--- src/design/dsi_consts.svh ---
// Constants of the drive status and event indicator.
`ifndef DSI_CONSTS_SVH
`define DSI_CONSTS_SVH
`define DSI_CLK_PERIOD_NS 10
`define DSI_SLOW_PERIOD_MS 500
`define DSI_SLOW_CYCLES ((`DSI_SLOW_PERIOD_MS * 1000000) / `DSI_CLK_PERIOD_NS)
`define DSI_LIFE_THRESH_PCT 90
`define DSI_SECOND_MS 1000
`define DSI_SECOND_CYCLES ((`DSI_SECOND_MS * 1000000) / `DSI_CLK_PERIOD_NS)
`define DSI_STATE_READY 3'h2
`define DSI_STATE_ENABLED 3'h4
`define DSI_CNT_RESET 16'h0000
`define DSI_PRIMARY_EXT 8'h00
`define DSI_BACKUP_EXT 8'h01
`endif

--- src/design/dsi_pkg.sv ---
// Types of the drive status and event indicator.
package dsi_pkg;
    typedef enum logic [1:0] {
        DSI_LVL_MESSAGE = 2'b00,
        DSI_LVL_WARNING = 2'b01,
        DSI_LVL_FAULT = 2'b10,
        DSI_LVL_OFF = 2'b11
    } dsi_level_e;
    typedef enum logic [1:0] {
        DSI_REM_OFF = 2'b00,
        DSI_REM_LINK = 2'b01,
        DSI_REM_WAIT = 2'b10,
        DSI_REM_ACTIVE = 2'b11
    } dsi_remote_e;
    typedef enum logic [1:0] {
        DSI_PH_LOAD = 2'b00,
        DSI_PH_START = 2'b01,
        DSI_PH_RUN = 2'b10,
        DSI_PH_FAILED = 2'b11
    } dsi_phase_e;
    typedef struct packed {
        logic remote;
        logic run;
        logic error;
    } dsi_lamps_s;
    typedef struct packed {
        logic have_serial;
        logic [31:0] serial;
        logic [31:0] motor_crc;
    } dsi_motor_s;
    typedef struct packed {
        logic [31:0] name;
        logic [7:0] ext;
        logic valid;
    } dsi_record_s;
endpackage

--- src/design/dsi_blink_base.sv ---
// Common time base producing single-blink, flashing and rapid patterns.
`timescale 1ns/100ps
`include "dsi_consts.svh"
module dsi_blink_base #(
    parameter int unsigned SLOW_CYCLES = `DSI_SLOW_CYCLES
) (
    // Clock and reset
    input wire logic clk,
    input wire logic rst_b,
    // Patterns
    output logic single_blink,
    output logic flashing,
    output logic rapid
);
    initial begin
        if (SLOW_CYCLES < 8) begin
            $error("SLOW_CYCLES too small");
        end
    end
    logic [31:0] div_reg;
    logic [31:0] div_next;
    logic [2:0] phase_reg;
    logic [2:0] phase_next;
    always_comb begin
        div_next = div_reg + 32'h0000_0001;
        phase_next = phase_reg;
        if (div_reg >= SLOW_CYCLES - 1) begin
            div_next = 32'h0000_0000;
            phase_next = phase_reg + 3'h1;
        end
    end
    always_ff @(posedge clk) begin
        if (!rst_b) begin
            div_reg <= 32'h0000_0000;
            phase_reg <= 3'h0;
        end else begin
            div_reg <= div_next;
            phase_reg <= phase_next;
        end
    end
    // One lit slot in eight, half duty, and eight toggles per slot when SLOW_CYCLES is a power of two.
    assign single_blink = (phase_reg == 3'h0);
    assign flashing = phase_reg[0];
    assign rapid = div_reg[$clog2(SLOW_CYCLES) - 3];
endmodule

--- src/design/dsi_indicator.sv ---
// Drive status lamps, event classification and maintenance records.
`timescale 1ns/100ps
`include "dsi_consts.svh"
module dsi_indicator
    import dsi_pkg::*;
#(
    parameter int unsigned NUM_EVENTS = 4,
    parameter int unsigned SLOW_CYCLES = `DSI_SLOW_CYCLES,
    parameter int unsigned SECOND_CYCLES = `DSI_SECOND_CYCLES
) (
    // Clock and reset
    input wire logic clk,
    input wire logic rst_b,
    // Drive state
    input wire logic [2:0] device_state,
    input wire logic safe_torque_off,
    input wire logic mem_writing,
    input wire dsi_pkg::dsi_remote_e remote_mode,
    // Start-up
    input wire logic load_done,
    input wire logic load_error,
    input wire logic start_done,
    input wire logic start_error,
    // Events
    input wire logic [NUM_EVENTS-1:0] event_cause,
    input wire dsi_pkg::dsi_level_e [NUM_EVENTS-1:0] event_level,
    input wire logic [NUM_EVENTS-1:0] event_ackable,
    input wire logic [15:0] warn_time_s,
    input wire logic ack_panel,
    input wire logic ack_input,
    // Maintenance
    input wire logic maint_enable,
    input wire logic [7:0] life_indicator_value,
    input wire dsi_pkg::dsi_motor_s motor_data_param,
    input wire logic record_store,
    // Outputs
    output dsi_pkg::dsi_lamps_s lamps,
    output logic [NUM_EVENTS-1:0] message_shown,
    output logic [NUM_EVENTS-1:0] warning_pending,
    output logic [NUM_EVENTS-1:0] fault_pending,
    output logic [15:0] warn_remaining_s,
    output logic fault_reaction,
    output logic startup_error,
    output logic startup_error_phase,
    output logic config_active,
    output logic replace_recommendation_msg,
    output logic [NUM_EVENTS*16-1:0] event_counts,
    output dsi_pkg::dsi_record_s record_out
);
    import dsi_pkg::*;

    initial begin
        if (NUM_EVENTS < 1 || NUM_EVENTS > 16) begin
            $error("NUM_EVENTS out of range");
        end
    end

    ////////////////////////////////////////////////////////////////////////
    logic pat_single;
    logic pat_flash;
    logic pat_rapid;
    dsi_blink_base #(.SLOW_CYCLES(SLOW_CYCLES)) u_base (
        .clk(clk),
        .rst_b(rst_b),
        .single_blink(pat_single),
        .flashing(pat_flash),
        .rapid(pat_rapid)
    );

    ////////////////////////////////////////////////////////////////////////
    // Start-up sequence: loading precedes starting.
    dsi_phase_e phase_reg;
    dsi_phase_e phase_next;
    logic serr_reg;
    logic serr_next;
    logic sphase_reg;
    logic sphase_next;
    logic cfg_reg;
    logic cfg_next;
    always_comb begin
        phase_next = phase_reg;
        serr_next = serr_reg;
        sphase_next = sphase_reg;
        case (phase_reg)
            DSI_PH_LOAD: begin
                if (load_error) begin
                    phase_next = DSI_PH_FAILED;
                    serr_next = 1'b1;
                    sphase_next = 1'b0;
                end else if (load_done) begin
                    phase_next = DSI_PH_START;
                end
            end
            DSI_PH_START: begin
                if (start_error) begin
                    phase_next = DSI_PH_FAILED;
                    serr_next = 1'b1;
                    sphase_next = 1'b1;
                end else if (start_done) begin
                    phase_next = DSI_PH_RUN;
                end
            end
            DSI_PH_RUN: phase_next = DSI_PH_RUN;
            DSI_PH_FAILED: phase_next = DSI_PH_FAILED;
            default: phase_next = DSI_PH_LOAD;
        endcase
        cfg_next = (phase_next == DSI_PH_RUN);
    end
    always_ff @(posedge clk) begin
        if (!rst_b) begin
            phase_reg <= DSI_PH_LOAD;
            serr_reg <= 1'b0;
            sphase_reg <= 1'b0;
            cfg_reg <= 1'b0;
        end else begin
            phase_reg <= phase_next;
            serr_reg <= serr_next;
            sphase_reg <= sphase_next;
            cfg_reg <= cfg_next;
        end
    end
    wire cfg_on = cfg_reg;

    ////////////////////////////////////////////////////////////////////////
    // Per-event handling; warning time counts in whole seconds.
    logic [31:0] sec_reg;
    logic [31:0] sec_next;
    wire sec_tick = (sec_reg >= SECOND_CYCLES - 1);
    wire ack_any = cfg_on && (ack_panel || ack_input);
    logic [NUM_EVENTS-1:0] warn_reg, warn_next;
    logic [NUM_EVENTS-1:0] fault_reg, fault_next;
    logic [NUM_EVENTS-1:0] msg_reg, msg_next;
    logic [NUM_EVENTS-1:0] prev_reg, prev_next;
    logic [15:0] remain_reg [NUM_EVENTS];
    logic [15:0] remain_next [NUM_EVENTS];
    logic [15:0] cnt_reg [NUM_EVENTS];
    logic [15:0] cnt_next [NUM_EVENTS];
    genvar gi;
    generate
        for (gi = 0; gi < NUM_EVENTS; gi++) begin : g_ev
            wire rise = event_cause[gi] && !prev_reg[gi];
            always_comb begin
                prev_next[gi] = event_cause[gi];
                cnt_next[gi] = cnt_reg[gi];
                if (rise && cnt_reg[gi] != 16'hFFFF) begin
                    cnt_next[gi] = cnt_reg[gi] + 16'h0001;
                end
                msg_next[gi] = event_cause[gi]
                    && event_level[gi] == DSI_LVL_MESSAGE;
                warn_next[gi] = warn_reg[gi];
                remain_next[gi] = remain_reg[gi];
                fault_next[gi] = fault_reg[gi];
                if (fault_reg[gi] && ack_any && event_ackable[gi]
                        && !event_cause[gi]) begin
                    fault_next[gi] = 1'b0;
                end
                if (event_level[gi] == DSI_LVL_WARNING) begin
                    if (!event_cause[gi]) begin
                        warn_next[gi] = 1'b0;
                    end else if (!warn_reg[gi] && !fault_reg[gi]) begin
                        warn_next[gi] = 1'b1;
                        remain_next[gi] = warn_time_s;
                    end else if (warn_reg[gi] && sec_tick) begin
                        if (remain_reg[gi] <= 16'h0001) begin
                            warn_next[gi] = 1'b0;
                            remain_next[gi] = 16'h0000;
                            fault_next[gi] = 1'b1;
                        end else begin
                            remain_next[gi] = remain_reg[gi] - 16'h0001;
                        end
                    end
                end else begin
                    warn_next[gi] = 1'b0;
                end
                if (event_level[gi] == DSI_LVL_FAULT && event_cause[gi]) begin
                    fault_next[gi] = 1'b1;
                end
            end
            always_ff @(posedge clk) begin
                if (!rst_b) begin
                    cnt_reg[gi] <= `DSI_CNT_RESET;
                    remain_reg[gi] <= 16'h0000;
                end else begin
                    cnt_reg[gi] <= cnt_next[gi];
                    remain_reg[gi] <= remain_next[gi];
                end
            end
            assign event_counts[gi*16 +: 16] = cnt_reg[gi];
            a_fault_entry: assert property (
                @(posedge clk) disable iff (!rst_b)
                (event_cause[gi] && event_level[gi] == DSI_LVL_FAULT)
                |=> fault_pending[gi])
                else $error("fault not entered");
            a_warn_clear: assert property (
                @(posedge clk) disable iff (!rst_b)
                (event_level[gi] == DSI_LVL_WARNING && !event_cause[gi])
                |=> !warning_pending[gi])
                else $error("warning kept");
        end
    endgenerate
    logic [15:0] shown_next;
    logic react_next;
    logic react_reg;
    always_comb begin
        sec_next = sec_tick ? 32'h0000_0000 : sec_reg + 32'h0000_0001;
        react_next = |fault_next;
        shown_next = 16'h0000;
        for (int i = NUM_EVENTS - 1; i >= 0; i--) begin
            if (warn_next[i]) begin
                shown_next = remain_next[i];
            end
        end
    end
    logic [15:0] shown_reg;
    always_ff @(posedge clk) begin
        if (!rst_b) begin
            sec_reg <= 32'h0000_0000;
            warn_reg <= '0;
            fault_reg <= '0;
            msg_reg <= '0;
            prev_reg <= '0;
            shown_reg <= 16'h0000;
            react_reg <= 1'b0;
        end else begin
            sec_reg <= sec_next;
            warn_reg <= warn_next;
            fault_reg <= fault_next;
            msg_reg <= msg_next;
            prev_reg <= prev_next;
            shown_reg <= shown_next;
            react_reg <= react_next;
        end
    end

    ////////////////////////////////////////////////////////////////////////
    // Lamps, recommendation and maintenance record.
    dsi_lamps_s lamps_reg, lamps_next;
    logic rec_reg, rec_next;
    dsi_record_s record_reg, record_next;
    logic [NUM_EVENTS-1:0] msg_show;
    always_comb begin
        msg_show = msg_reg & {NUM_EVENTS{pat_flash}};
        rec_next = maint_enable
            && life_indicator_value >= 8'(`DSI_LIFE_THRESH_PCT);
        case (remote_mode)
            DSI_REM_OFF: lamps_next.remote = 1'b0;
            DSI_REM_LINK: lamps_next.remote = pat_single;
            DSI_REM_WAIT: lamps_next.remote = pat_flash;
            DSI_REM_ACTIVE: lamps_next.remote = 1'b1;
            default: lamps_next.remote = 1'b0;
        endcase
        lamps_next.error = 1'b0;
        lamps_next.run = 1'b0;
        if (!cfg_on) begin
            lamps_next.error = pat_rapid;
        end else if (|fault_reg) begin
            lamps_next.error = 1'b1;
        end else if (|warn_reg) begin
            lamps_next.error = pat_flash;
            if (device_state == `DSI_STATE_ENABLED) begin
                lamps_next.run = 1'b1;
            end else if (device_state == `DSI_STATE_READY) begin
                lamps_next.run = pat_flash;
            end
        end else if (mem_writing) begin
            lamps_next.run = pat_rapid;
        end else if (safe_torque_off) begin
            lamps_next.run = pat_single;
        end else if (device_state == `DSI_STATE_ENABLED) begin
            lamps_next.run = 1'b1;
        end else if (device_state == `DSI_STATE_READY) begin
            lamps_next.run = pat_flash;
        end
        record_next = record_reg;
        if (record_store) begin
            record_next.name = motor_data_param.have_serial
                ? motor_data_param.serial
                : motor_data_param.motor_crc;
            record_next.ext = `DSI_PRIMARY_EXT;
            record_next.valid = 1'b1;
        end else if (record_reg.valid
                && record_reg.ext == `DSI_PRIMARY_EXT) begin
            record_next.ext = `DSI_BACKUP_EXT;
        end else begin
            record_next.valid = 1'b0;
        end
    end
    always_ff @(posedge clk) begin
        if (!rst_b) begin
            lamps_reg <= '0;
            rec_reg <= 1'b0;
            record_reg <= '0;
        end else begin
            lamps_reg <= lamps_next;
            rec_reg <= rec_next;
            record_reg <= record_next;
        end
    end
    logic [NUM_EVENTS-1:0] msgo_reg;
    always_ff @(posedge clk) begin
        if (!rst_b) begin
            msgo_reg <= '0;
        end else begin
            msgo_reg <= msg_show;
        end
    end

    assign lamps = lamps_reg;
    assign message_shown = msgo_reg;
    assign warning_pending = warn_reg;
    assign fault_pending = fault_reg;
    assign warn_remaining_s = shown_reg;
    assign fault_reaction = react_reg;
    assign startup_error = serr_reg;
    assign startup_error_phase = sphase_reg;
    assign config_active = cfg_reg;
    assign replace_recommendation_msg = rec_reg;
    assign record_out = record_reg;

    a_recommend_flag: assert property (
        @(posedge clk) disable iff (!rst_b)
        (maint_enable
            && life_indicator_value >= 8'(`DSI_LIFE_THRESH_PCT))
        |=> replace_recommendation_msg)
        else $error("recommendation missing");
    a_fault_red_on: assert property (
        @(posedge clk) disable iff (!rst_b)
        (cfg_on && |fault_reg) |=> lamps.error && !lamps.run)
        else $error("fault lamp wrong");
    a_remote_on: assert property (
        @(posedge clk) disable iff (!rst_b)
        remote_mode == DSI_REM_ACTIVE |=> lamps.remote)
        else $error("remote lamp off");
    a_count_step: assert property (
        @(posedge clk) disable iff (!rst_b)
        (event_cause[0] && !prev_reg[0] && cnt_reg[0] != 16'hFFFF)
        |=> cnt_reg[0] == $past(cnt_reg[0]) + 16'h0001)
        else $error("counter not stepped");
    a_start_order: assert property (
        @(posedge clk) disable iff (!rst_b)
        (phase_reg == DSI_PH_LOAD && !load_error && !load_done)
        |=> phase_reg == DSI_PH_LOAD)
        else $error("start before load");
    // A store held high restarts the primary copy, so the backup waits.
    a_backup_copy: assert property (
        @(posedge clk) disable iff (!rst_b)
        record_store |=> record_out.ext == `DSI_PRIMARY_EXT
        ##1 ($past(record_store) || record_out.ext == `DSI_BACKUP_EXT))
        else $error("backup missing");
endmodule

--- config.mk ---
export PLATFORM = sky130hd
export DESIGN_NAME = dsi_indicator
export DESIGN_NICKNAME = d
export VERILOG_FILES = /design/src/design/dsi_pkg.sv /design/src/design/dsi_blink_base.sv /design/src/design/dsi_indicator.sv
export VERILOG_INCLUDE_DIRS = /design/src /design/src/design
export SDC_FILE = /design/constraint.sdc
export NUM_CORES = 1
export LEC_CHECK = 0
export BUFFER_PORTS_ARGS = -buffer_cell sky130_fd_sc_hd__buf_2
export CAP_MARGIN = 25
export CORE_MARGIN = 3
export CORE_UTILIZATION = 56
export CTS_CLUSTER_SIZE = 16
export DETAILED_ROUTE_END_ITERATION = 12
export PLACE_DENSITY_LB_ADDON = 0.15
export SETUP_SLACK_MARGIN = 0.3
export SYNTH_ARGS = -nofsm -noshare
export SYNTH_HDL_FRONTEND = slang
export SYNTH_HIERARCHICAL = 1
export SYNTH_SLANG_ARGS = --single-unit
--- constraint.sdc ---
create_clock -name clk -period 3.5 [get_ports clk]
set_input_delay 0.7 -clock clk [delete_from_list [all_inputs] [get_ports clk]]
set_output_delay 0.7 -clock clk [all_outputs]
set_load 0.02 [all_outputs]
==> impl.org <==
** Run status
- The run finished with clean final reports.

** Detailed routing
- Met2 Routed Length :: about 19 mm
- For this block, the routed nets add up to between 40 and 50 mm of wire.
- Total DRC errors in the routed layout :: 0
- Remaining antenna violation count :: 0
- First-pass detailed-route iteration total :: 6
- Routed signal wires occupy layers up through met4.
- After detailed routing, the number of vias per cell comes to about 6.0.
- Routed metal-1 wirelength :: between 15 and 20 mm
- Routed length per placed instance :: 18.65 um
- The first routing iteration left about 1.2k violations.
- Metal3 WL :: about 4.4 mm
- Via count :: 13.47k

** Synthesis
- The synthesized design spends more area on one cell type than any other, namely sky130_fd_sc_hd__dfxtp_1.
- In this run the biggest area consumer among cell types represents roughly two fifths of the synthesized area.
- In the synthesized netlist the async set-or-reset flop fraction comes to 0%.
- After synthesis the netlist holds a flip-flop and latch count of 275.
- Number of enable flip-flop cells after synthesis :: 0
- Share of synthesized area occupied by flip-flops and latches :: about two fifths
- After synthesis, the mean cell area works out to 8.329 sq um.
- Top area cells in the synthesized netlist :: sky130_fd_sc_hd__dfxtp_1, sky130_fd_sc_hd__nor2_1, sky130_fd_sc_hd__a21oi_1, sky130_fd_sc_hd__nand2_1, sky130_fd_sc_hd__xor2_1
- Netlist area before placement :: around 14000 sq um
- Number of warning messages in the yosys log :: 6
- Synth Instances :: ~1.6k
- Counting distinct cell types in the post-synthesis netlist gives approximately 90.
- In the synthesized netlist the dominant register cell turns out to be sky130_fd_sc_hd__dfxtp_1.

** Timing
- Maximum operating frequency :: 322.8 MHz
- Max-slew violations :: 0
- In this run the tightest slew margin relative to its limit is between 30% and 40%.
- The final critical path takes up around 89% of the cycle.
- Final hold viol count :: 0
- Setup skew after layout :: around 17 ps
- At the pin with the least slew margin, the transition time is 1033 ps.
- Setup TNS Final :: 0 ps
- Setup repair after global routing could not meet its margin everywhere.
- Final setup violating endpoints :: 0
- Period minus WS final :: between 3000 and 4000 ps

** Cells and area
- Filler Cells Inserted :: ~2.0k
- Final instance area :: ~16000 sq um
- Most frequent standard cell in the layout excluding fill and tap cells :: sky130_fd_sc_hd__dfxtp_1
- Commonest cells after routing, fill and taps aside :: sky130_fd_sc_hd__dfxtp_1, sky130_fd_sc_hd__buf_2, sky130_fd_sc_hd__nor2_1
- Ratio of cells with drive above 1 in the final layout :: between 20% and 30%
- After the last flow step, the layout net total stands at a little over 2k.
- Relative to the synthesized area, the layout overhead comes to 19.69%.

** Clock tree
- H-Tree Depth :: 1
- Cts hold-fix bufs :: 0
- Number of buffers created by CTS :: 30
- The clock reaches the later pin of the worst-skew pair after around 550 ps.
- Clock-pin slew was measured on the worst setup and hold paths at 60 ps.
- The longest clock path from root to sink contains 3 buffers.
- Clock sinks :: between 200 and 300
- TritonCTS clock tree :: done
- Clock Tree Root :: sky130_fd_sc_hd__clkbuf_16

** GRT
- Total routing resource utilization after global routing :: 30.71%
- The number of antenna violations at the first check in global routing came to 0.
- Wire length of the first global-routing pass :: 66.32 mm
- Entering global routing, the biggest net connects 67 pins.
- Number of global-route vias before repair :: between 10k and 15k
- Residual overflow from global routing :: 0

** Floorplanning
- The floorplan has 56 rows.
- IO Count :: around 260
- The core region is 23680 sq um.
- Horizontal die dimension :: 162.0 um
- The die is ~160 um tall.
- Floorplan die area :: between 20000 and 30000 sq um
- Once the floorplan was initialized, standard cells occupied about 58% of the core.

** Critical path
- Data arrives at the worst endpoint at approximately 3500 ps.
- CP max FO :: 23
- The worst setup path is launched from a flop.
- At the worst endpoint, the required time is between 3000 and 4000 ps.
- The worst setup path is captured at a flop.
- Category of the critical setup timing path :: reg -> reg

** Min path
- In this run the worst hold path is classified as in -> reg.

** Placement
- The count of buffers added on input and output ports is between 200 and 300.
- The HPWL after detailed placement is about 30 mm.
- The placed instances occupy a cell area of approximately 15000 sq um.
- The congestion estimate from routability-driven global placement came to just under 1.

** Job
- Max-capacitance violation count :: 0

** Pwr
- For this design the static power due to leakage is approximately 0.0067 uW.
- Total power :: around 7500 uW
- The worst-case IR drop observed on VDD is roughly 0.35 mV.
- For this design the ratio of total power to cell area is between 400 and 500 nW/um^2.
==> stage by stage <==
step | hold slack (ps) | worst slack [ps] | utilization [%] | cells
finish | 346.0 | 402.4 | 68.86 | 2237
global route | 341.2 | 286.9 | 68.85 | 2236
CTS | 336.3 | 318.4 | 68.47 | 2229
detailed placement | 435.1 | 325.2 | 64.12 | 2174
global placement | 425.1 | 408.7 | 64.12 | 2174
floorplan | 413.2 | 888.1 | - | 1652
==> critical path, stage by stage, from the launching register on <==
cell and delay [ps]:
sky130_fd_sc_hd__dfxtp_1 340, sky130_fd_sc_hd__nor4_1 330, sky130_fd_sc_hd__o211ai_1 220, sky130_fd_sc_hd__a211o_2 450, sky130_fd_sc_hd__buf_12 210, sky130_fd_sc_hd__nand3_1 140, sky130_fd_sc_hd__nor2_1 120, sky130_fd_sc_hd__a221oi_1 590
sky130_fd_sc_hd__o22ai_1 210, sky130_fd_sc_hd__a211o_1 360
==> cell families (layout without fill, tap and decap cells) <==
family                     Yosys count  after routing  share of synthesized area [%]
adders and majority gates           16             16                          1.469
AOI/OAI and AO/OA                  359            359                          17.59
muxes                               41             41                          3.021
and+or+nand+nor                    733            733                          27.53
other                                2             19                        0.05512
DFF                                275            275                          40.40
xor gates and xnor gates            90             90                          5.785
buffers and inverters              120            385                          4.141
==> synth_stat cells, drive strengths merged (7+ instances only) <==
master,n
a211oi,36
and2,42
nor4,13
nor2,223
a31oi,29
xor2,51
o211ai,17
or3,31
or4,18
buf,29
nor2b,7
inv,37
and3,49
or2,8
o311ai,10
nor3,43
nand2b,12
nand4,36
xnor2,39
nand2,124
dfxtp,275
nand3,80
a21oi,95
a221oi,14
ha,16
a22oi,14
and4,11
o21ai,67
o31ai,13
clkbuf,53
nor3b,13
mux2i,40
==> final timing paths <==
kind / start / end / slack, ps / depth (start not counted)
worst max-delay path: sec_reg[11] / warn_remaining_s[5] / 400 / 9
worst max register to register: sec_reg[11] / warn_remaining_s[5] / 400 / 9
worst min register to register: u_base/div_reg[0] / u_base/div_reg[0] / 440 / 1
worst min-delay path: event_level[5] / msg_reg[2] / 350 / 2
==> final cells by class <==
type	instances	area, sq um	area share, %
Timing Repair Buffer	293	1589	9.744
Inverter	37	141.4	0.8670
Sequential cell	275	5505	33.76
Antenna cell	1	2.502	0.01534
Clock inverter	15	140.1	0.8593
Clock buffer	40	889.6	5.455
Tap cell	319	399.1	2.447
Multi-Input combinational cell	1257	7641	46.85
==> report_power, final <==
part | leakage, uW | switching [uW] | total (uW) | internal, uW
registers | 0.00224 | 79.9 | 3310 | 3230
clock network | 0.000509 | 1290 | 3220 | 1930
logic | 0.00398 | 613 | 957 | 344
==> per-layer routing <==
metal / GRT usage, % / vias to the layer above
met5: 0 / -
met4: 9.888 / 0
met3: 5.662 / 89
met2: 49.06 / 706
met1: 42.29 / 6245
li1: - / 6427
==> what timing repair did <==
item / CTS / global route
setup endpoints to repair: 0 / 12
gates resized for setup: 0 / 6
buffers inserted: 0 / 6
Power figures use the tool's default switching activity.
